[config.mk]
export PLATFORM = sky130hd
export DESIGN_NAME = refm_event_flags
export DESIGN_NICKNAME = d
export VERILOG_FILES = /design/src/refm_pkg.sv /design/src/refm_event_flags.sv /design/src/refm_edge_detect.sv
export SDC_FILE = /design/constraint.sdc
export NUM_CORES = 1
export LEC_CHECK = 0
export BUFFER_PORTS_ARGS = -buffer_cell sky130_fd_sc_hd__buf_2
export CAP_MARGIN = 20
export CELL_PAD_IN_SITES_DETAIL_PLACEMENT = 1
export CELL_PAD_IN_SITES_GLOBAL_PLACEMENT = 2
export CORE_MARGIN = 3
export CORE_UTILIZATION = 31
export CTS_CLUSTER_DIAMETER = 200
export DETAILED_ROUTE_END_ITERATION = 7
export GPL_ROUTABILITY_DRIVEN = 0
export PLACE_DENSITY = 0.91
export SLEW_MARGIN = 40
export SYNTH_ARGS = -nofsm -noshare
export SYNTH_HDL_FRONTEND = slang
export SYNTH_HIERARCHICAL = 1
export SYNTH_SLANG_ARGS = --single-unit
[constraint.sdc]
create_clock -name clk -period 3.8 [get_ports clk]
set_clock_uncertainty 0.15 [all_clocks]
set_input_delay 0.19 -clock clk [delete_from_list [all_inputs] [get_ports clk]]
set_output_delay 0.19 -clock clk [all_outputs]
set_load 0.1 [all_outputs]
[src/refm_pkg.sv]
// package: register map, bit positions and carrier types of the regulator event block
`default_nettype none
package refm_pkg;

   // ********************************
   // register map
   // ********************************
   localparam logic [7:0] REFM_FLAGS_ADDR  = 8'h10;
   localparam logic [7:0] REFM_MASKS_ADDR  = 8'h11;
   localparam logic [7:0] REFM_FLAGS_RESET = 8'h00;
   localparam logic [7:0] REFM_MASKS_RESET = 8'h00;
   // bit 6 is unused in both registers
   localparam logic [7:0] REFM_USED_BITS   = 8'hbf;

   // ********************************
   // bit positions
   // ********************************
   localparam int REFM_BIT_OVERTEMP = 0;
   localparam int REFM_BIT_OUT1     = 1;
   localparam int REFM_BIT_OUT2     = 2;
   localparam int REFM_BIT_OUT3     = 3;
   localparam int REFM_BIT_UNDERV   = 4;
   localparam int REFM_BIT_OVERV    = 5;
   localparam int REFM_BIT_KEY      = 7;

   // ********************************
   // carrier types
   // ********************************
   typedef struct packed {
      logic       power_key;
      logic       supply_overvoltage;
      logic       supply_undervoltage;
      logic [2:0] out_regulation_fault;
      logic       overtemp;
   } refm_events_type;

   typedef struct packed {
      logic       wr_en;
      logic       rd_en;
      logic [7:0] addr;
      logic [7:0] wdata;
   } refm_reg_req_type;

endpackage
`default_nettype wire

[src/refm_event_flags.sv]
// event flag and mask registers with active-low interrupt request
//
// Behaviour
// - power key rising edge sets flag bit 7
// - supply overvoltage sets flag bit 5
// - supply undervoltage sets flag bit 4
// - output faults set flag bits 1 to 3
// - mask bit one blocks matching event interrupt
// - reset clears flags and masks; bit 6 unused
// - mask bit 5 gates overvoltage interrupt
// - mask bit 4 gates undervoltage interrupt
// - mask bits 1 to 3 gate output faults
// - overtemp sets bit 0; mask bit 0 gates
// - mask bit 7 gates power key edge
`timescale 1ns/1ps
`default_nettype none
module refm_event_flags
   import refm_pkg::*;
(
   // clock and reset
   input  wire logic                       clk,
   input  wire logic                       rst_n,
   // raw event sources
   input  wire logic                       power_key,
   input  wire refm_pkg::refm_events_type  events_in,
   // register access from the serial engine
   input  wire refm_pkg::refm_reg_req_type reg_req,
   output logic [7:0]                      reg_rdata,
   output logic                            reg_hit,
   // interrupt request
   output logic                            interrupt_request_n
);
   import refm_pkg::*;

   // ********************************
   // state
   // ********************************
   typedef struct packed {
      logic [7:0] flags;
      logic [7:0] masks;
      logic [7:0] rdata;
      logic       hit;
      logic       irq_n;
   } refm_state_type;

   refm_state_type state_r;
   refm_state_type state_nxt;
   logic           key_rise;
   logic [7:0]     set_vec;
   logic [7:0]     clr_vec;

   function automatic logic [7:0] refm_read(input logic [7:0] addr,
                                            input logic [7:0] flags,
                                            input logic [7:0] masks);
      logic [7:0] v;
      v = 8'h00;
      if (addr == REFM_FLAGS_ADDR) begin
         v = flags & REFM_USED_BITS;
      end else if (addr == REFM_MASKS_ADDR) begin
         v = masks & REFM_USED_BITS;
      end
      return v;
   endfunction

   refm_edge_detect u_key_edge (
      .clk        (clk),
      .rst_n      (rst_n),
      .level_in   (power_key),
      .rise_pulse (key_rise)
   );

   // ********************************
   // event to bit mapping
   // ********************************
   always_comb begin
      set_vec = 8'h00;
      set_vec[REFM_BIT_KEY] = key_rise;
      set_vec[REFM_BIT_OVERV] = events_in.supply_overvoltage;
      set_vec[REFM_BIT_UNDERV] = events_in.supply_undervoltage;
      set_vec[REFM_BIT_OUT1] = events_in.out_regulation_fault[0];
      set_vec[REFM_BIT_OUT2] = events_in.out_regulation_fault[1];
      set_vec[REFM_BIT_OUT3] = events_in.out_regulation_fault[2];
      set_vec[REFM_BIT_OVERTEMP] = events_in.overtemp;
   end

   // ********************************
   // next state
   // ********************************
   always_comb begin
      state_nxt = state_r;
      clr_vec   = 8'h00;
      // host write of 1 clears a flag
      if (reg_req.wr_en && reg_req.addr == REFM_FLAGS_ADDR) begin
         clr_vec = reg_req.wdata;
      end
      // set wins over a same-cycle clear
      state_nxt.flags = ((state_r.flags & ~clr_vec) | set_vec) & REFM_USED_BITS;
      if (reg_req.wr_en && reg_req.addr == REFM_MASKS_ADDR) begin
         state_nxt.masks = reg_req.wdata & REFM_USED_BITS;
      end
      state_nxt.hit = reg_req.rd_en &&
                      (reg_req.addr == REFM_FLAGS_ADDR || reg_req.addr == REFM_MASKS_ADDR);
      state_nxt.rdata = reg_req.rd_en ? refm_read(reg_req.addr, state_r.flags, state_r.masks)
                                      : state_r.rdata;
      state_nxt.irq_n = ~|(state_nxt.flags & ~state_nxt.masks);
   end

   always_ff @(posedge clk) begin
      if (!rst_n) begin
         state_r.flags <= REFM_FLAGS_RESET;
         state_r.masks <= REFM_MASKS_RESET;
         state_r.rdata <= 8'h00;
         state_r.hit   <= 1'b0;
         state_r.irq_n <= 1'b1;
      end else begin
         state_r <= state_nxt;
      end
   end

   assign reg_rdata           = state_r.rdata;
   assign reg_hit             = state_r.hit;
   assign interrupt_request_n = state_r.irq_n;
endmodule
`default_nettype wire

[src/refm_edge_detect.sv]
// rising edge detector for the power key input
`timescale 1ns/1ps
`default_nettype none
module refm_edge_detect (
   // clock and reset
   input  wire logic clk,
   input  wire logic rst_n,
   // level in, pulse out
   input  wire logic level_in,
   output logic      rise_pulse
);
   typedef struct packed {
      logic prev;
   } refm_edge_state_type;

   refm_edge_state_type state_r;
   refm_edge_state_type state_nxt;

   always_comb begin
      state_nxt      = state_r;
      state_nxt.prev = level_in;
   end

   // prev resets high so a key held through reset gives no false edge
   always_ff @(posedge clk) begin
      if (!rst_n) begin
         state_r.prev <= 1'b1;
      end else begin
         state_r <= state_nxt;
      end
   end

   assign rise_pulse = level_in & ~state_r.prev;
endmodule
`default_nettype wire

==> reports/summary.txt <==
Hold WS: 5.87 ps
register area: 480 um2
# port buffers: 34
Die Span Y: 69.6 um
GRT Util Overall: 13.2%
Worst setup SP type: input pin
syn_nets: 172
CP Capture Type: register
largest net degree at the start of global routing: 17
Peak VDD IR: 0.218 mV
chip width: 69.6 um
final wirelength: 3.09 mm
Num Clock Sinks: 24
critical path class: in -> reg
first-pass GRT wire length: 5.19 mm
top cells by area, synth: dfxtp_1 (38%), mux2i_1 (11%), nor2_1 (9.3%), buf_4 (4.8%), a21boi_0 (4.2%)
unrepaired setup endpoints after global routing: false
footprint of the multi-input gates: 671 um2
vias in the first global route: 1115
CORE AREA: 3770 um2
Req. time, crit path: 3820 ps
initial antenna violation count: 0
CTS max path bufs: 2
Via Count: 1087
clock-pin slew on the worst setup and hold paths: 90 ps
Initial Utilization: 33.3%
Layout Cells excl Fill: 219
initial drt markers: 24
setup_tns: 0 ps
gr ovfl total: 0
DRT antenna net count: 0
status: finished clean
layout cell share with drive strength beyond 1: 25.7%
via/cell ratio: 4.96
fillers: 464
# rows: 22
WL per Instance: 14.1 um
cells after synthesis: 144
Slew headroom: 65.6%
io pins: 38
top cell type's share of synthesized area: 38.3%
post-route DRC violation count: 0
dpl hpwl: 2.40 mm
worst hold-check path type: in -> reg
CTS Buf Count: 3
Mapped Area: 1250 um2
Peak Freq: 574 MHz
number of max-cap violations: 0
post-synth cell types: 30
Worst Tran Pin Value: 513 ps
First-pass DRT Iterations: 4
die area: 4850 um2
nets@finish: 200
final-report hold violation count: 0
synthesis-to-finish area growth: 17.3%
Ys Warns: 6
final period utilization: 45.8%
setup violators final: 0
post-synthesis sequential area ratio: 38.3%
synthesis-stage register bit count: 24
Placed Cells: 214
root buffer cell: clkbuf_8
CTS H-tree depth: 1
power per cell area: 348 nW/um2
Leak: 0.686 nW
post-route minimum period: 1740 ps
syn_area_per_cell: 8.71 um2
ANT cells: 0
CP arrival: 1760 ps
CP max FO: 7
post-synth top area cell: dfxtp_1
TritonCTS clock tree: built
worst skew pair latency: 270 ps
setup bufs post-CTS: 0
Slew Limit Fails: 0
==> report_power, final <==
part           switching [mW]  leakage, nW  internal [mW]
Combinational          0.0437        0.461         0.0294
Sequential            0.00459        0.196          0.258
Clock                  0.0848       0.0288         0.0926
Total                   0.133        0.686          0.380
==> layout make-up <==
| type | instances | area share (%) |
|---|---|---|
| clock buffer | 4 | 3.74 |
| multi-input combinational | 101 | 45.5 |
| sequential | 24 | 32.6 |
| tap | 48 | 4.08 |
| inverter | 7 | 1.78 |
| timing repair buffer | 35 | 12.2 |
==> state kept, by name, indices dropped and copies added, names as in the netlist <==
name / count
reg_rdata: 7
state_r: 14
u_key_edge/state_r: 1
interrupt_request_n: 1
reg_hit: 1
==> worst paths after layout <==
path                start             endpoint  slack [ps]  depth (start not counted)
max           reg_req[10]          state_r[18]        2060                          6
min          events_in[1]          state_r[19]           6                          2
max reg2reg   state_r[19]  interrupt_request_n        2270                          5
min reg2reg  reg_rdata[4]         reg_rdata[4]         350                          2
==> cell families (layout without fill, tap and decap cells) <==
group / after synthesis / after routing / synth area share (%)
flops: 24 / 24 / 38.3
compound gates: 41 / 41 / 22.2
simple gates: 45 / 45 / 19.7
other cells: 1 / 1 / 0.299
mux: 14 / 14 / 11.2
buf+inv: 19 / 46 / 8.28
==> worst max-delay path, cell delays in order <==
cell      delay, ps
buf_2           110
nor4b_4         470
nand3_4         190
nor2_1          430
a21boi_0        180
o21a_1          190
==> synth_stat cells <==
master / number
nor2_1: 31
dfxtp_1: 24
mux2i_1: 14
a21oi_1: 10
buf_4: 8
a21boi_0: 7
inv_1: 7
o21a_1: 7
o21ai_0: 5
nand2_1: 4
o22ai_1: 4
buf_2: 2
clkbuf_1: 2
nor2b_1: 2
o22a_1: 2
a311oi_1: 1
a41oi_1: 1
and2_0: 1
conb_1: 1
nand2b_1: 1
nand3_1: 1
nand3_4: 1
nand4_4: 1
nor2b_4: 1
nor3_2: 1
nor4b_4: 1
o2111ai_1: 1
o21ai_1: 1
o2bb2ai_1: 1
o41ai_2: 1
==> through the flow <==
step | total power [mW] | cell area, um2 | worst slack (ps) | util, %
2_1_floorplan | 0.313 | 1250 | 2150 | -
3_3_place_gp | 0.338 | 1410 | 1740 | 37.3
3_5_place_dp | 0.341 | 1410 | 1720 | 37.3
4_1_cts | 0.521 | 1470 | 2010 | 39.1
5_1_grt | 0.540 | 1470 | 1870 | 39.1
6_report | 0.513 | 1470 | 2060 | 39.1
==> cell usage in the layout (no fill, tap or decap), types with 2 or more instances in the layout <==
cell,n
nor2_1,31
clkbuf_8,4
buf_2,34
mux2i_1,14
a21oi_1,10
o21ai_0,5
dfxtp_1,24
o22ai_1,4
nand2_1,4
inv_1,7
nor2b_1,2
o21a_1,7
a21boi_0,7
o22a_1,2
==> what timing repair did <==
action | CTS | global route
resized for setup | 0 | 0
setup endpoints to repair | 0 | 0
hold endpoints to repair | 1 | 0
hold buffers | 1 | 0
==> routing by layer <==
layer	track usage, %	up-vias	wire [um]
li1	-	545	-
met3	4.35	2	166
met4	1.28	0	8
met1	16.6	513	1410
met5	0	-	0
met2	22.6	27	1510
(Power assumes the default switching activity.)
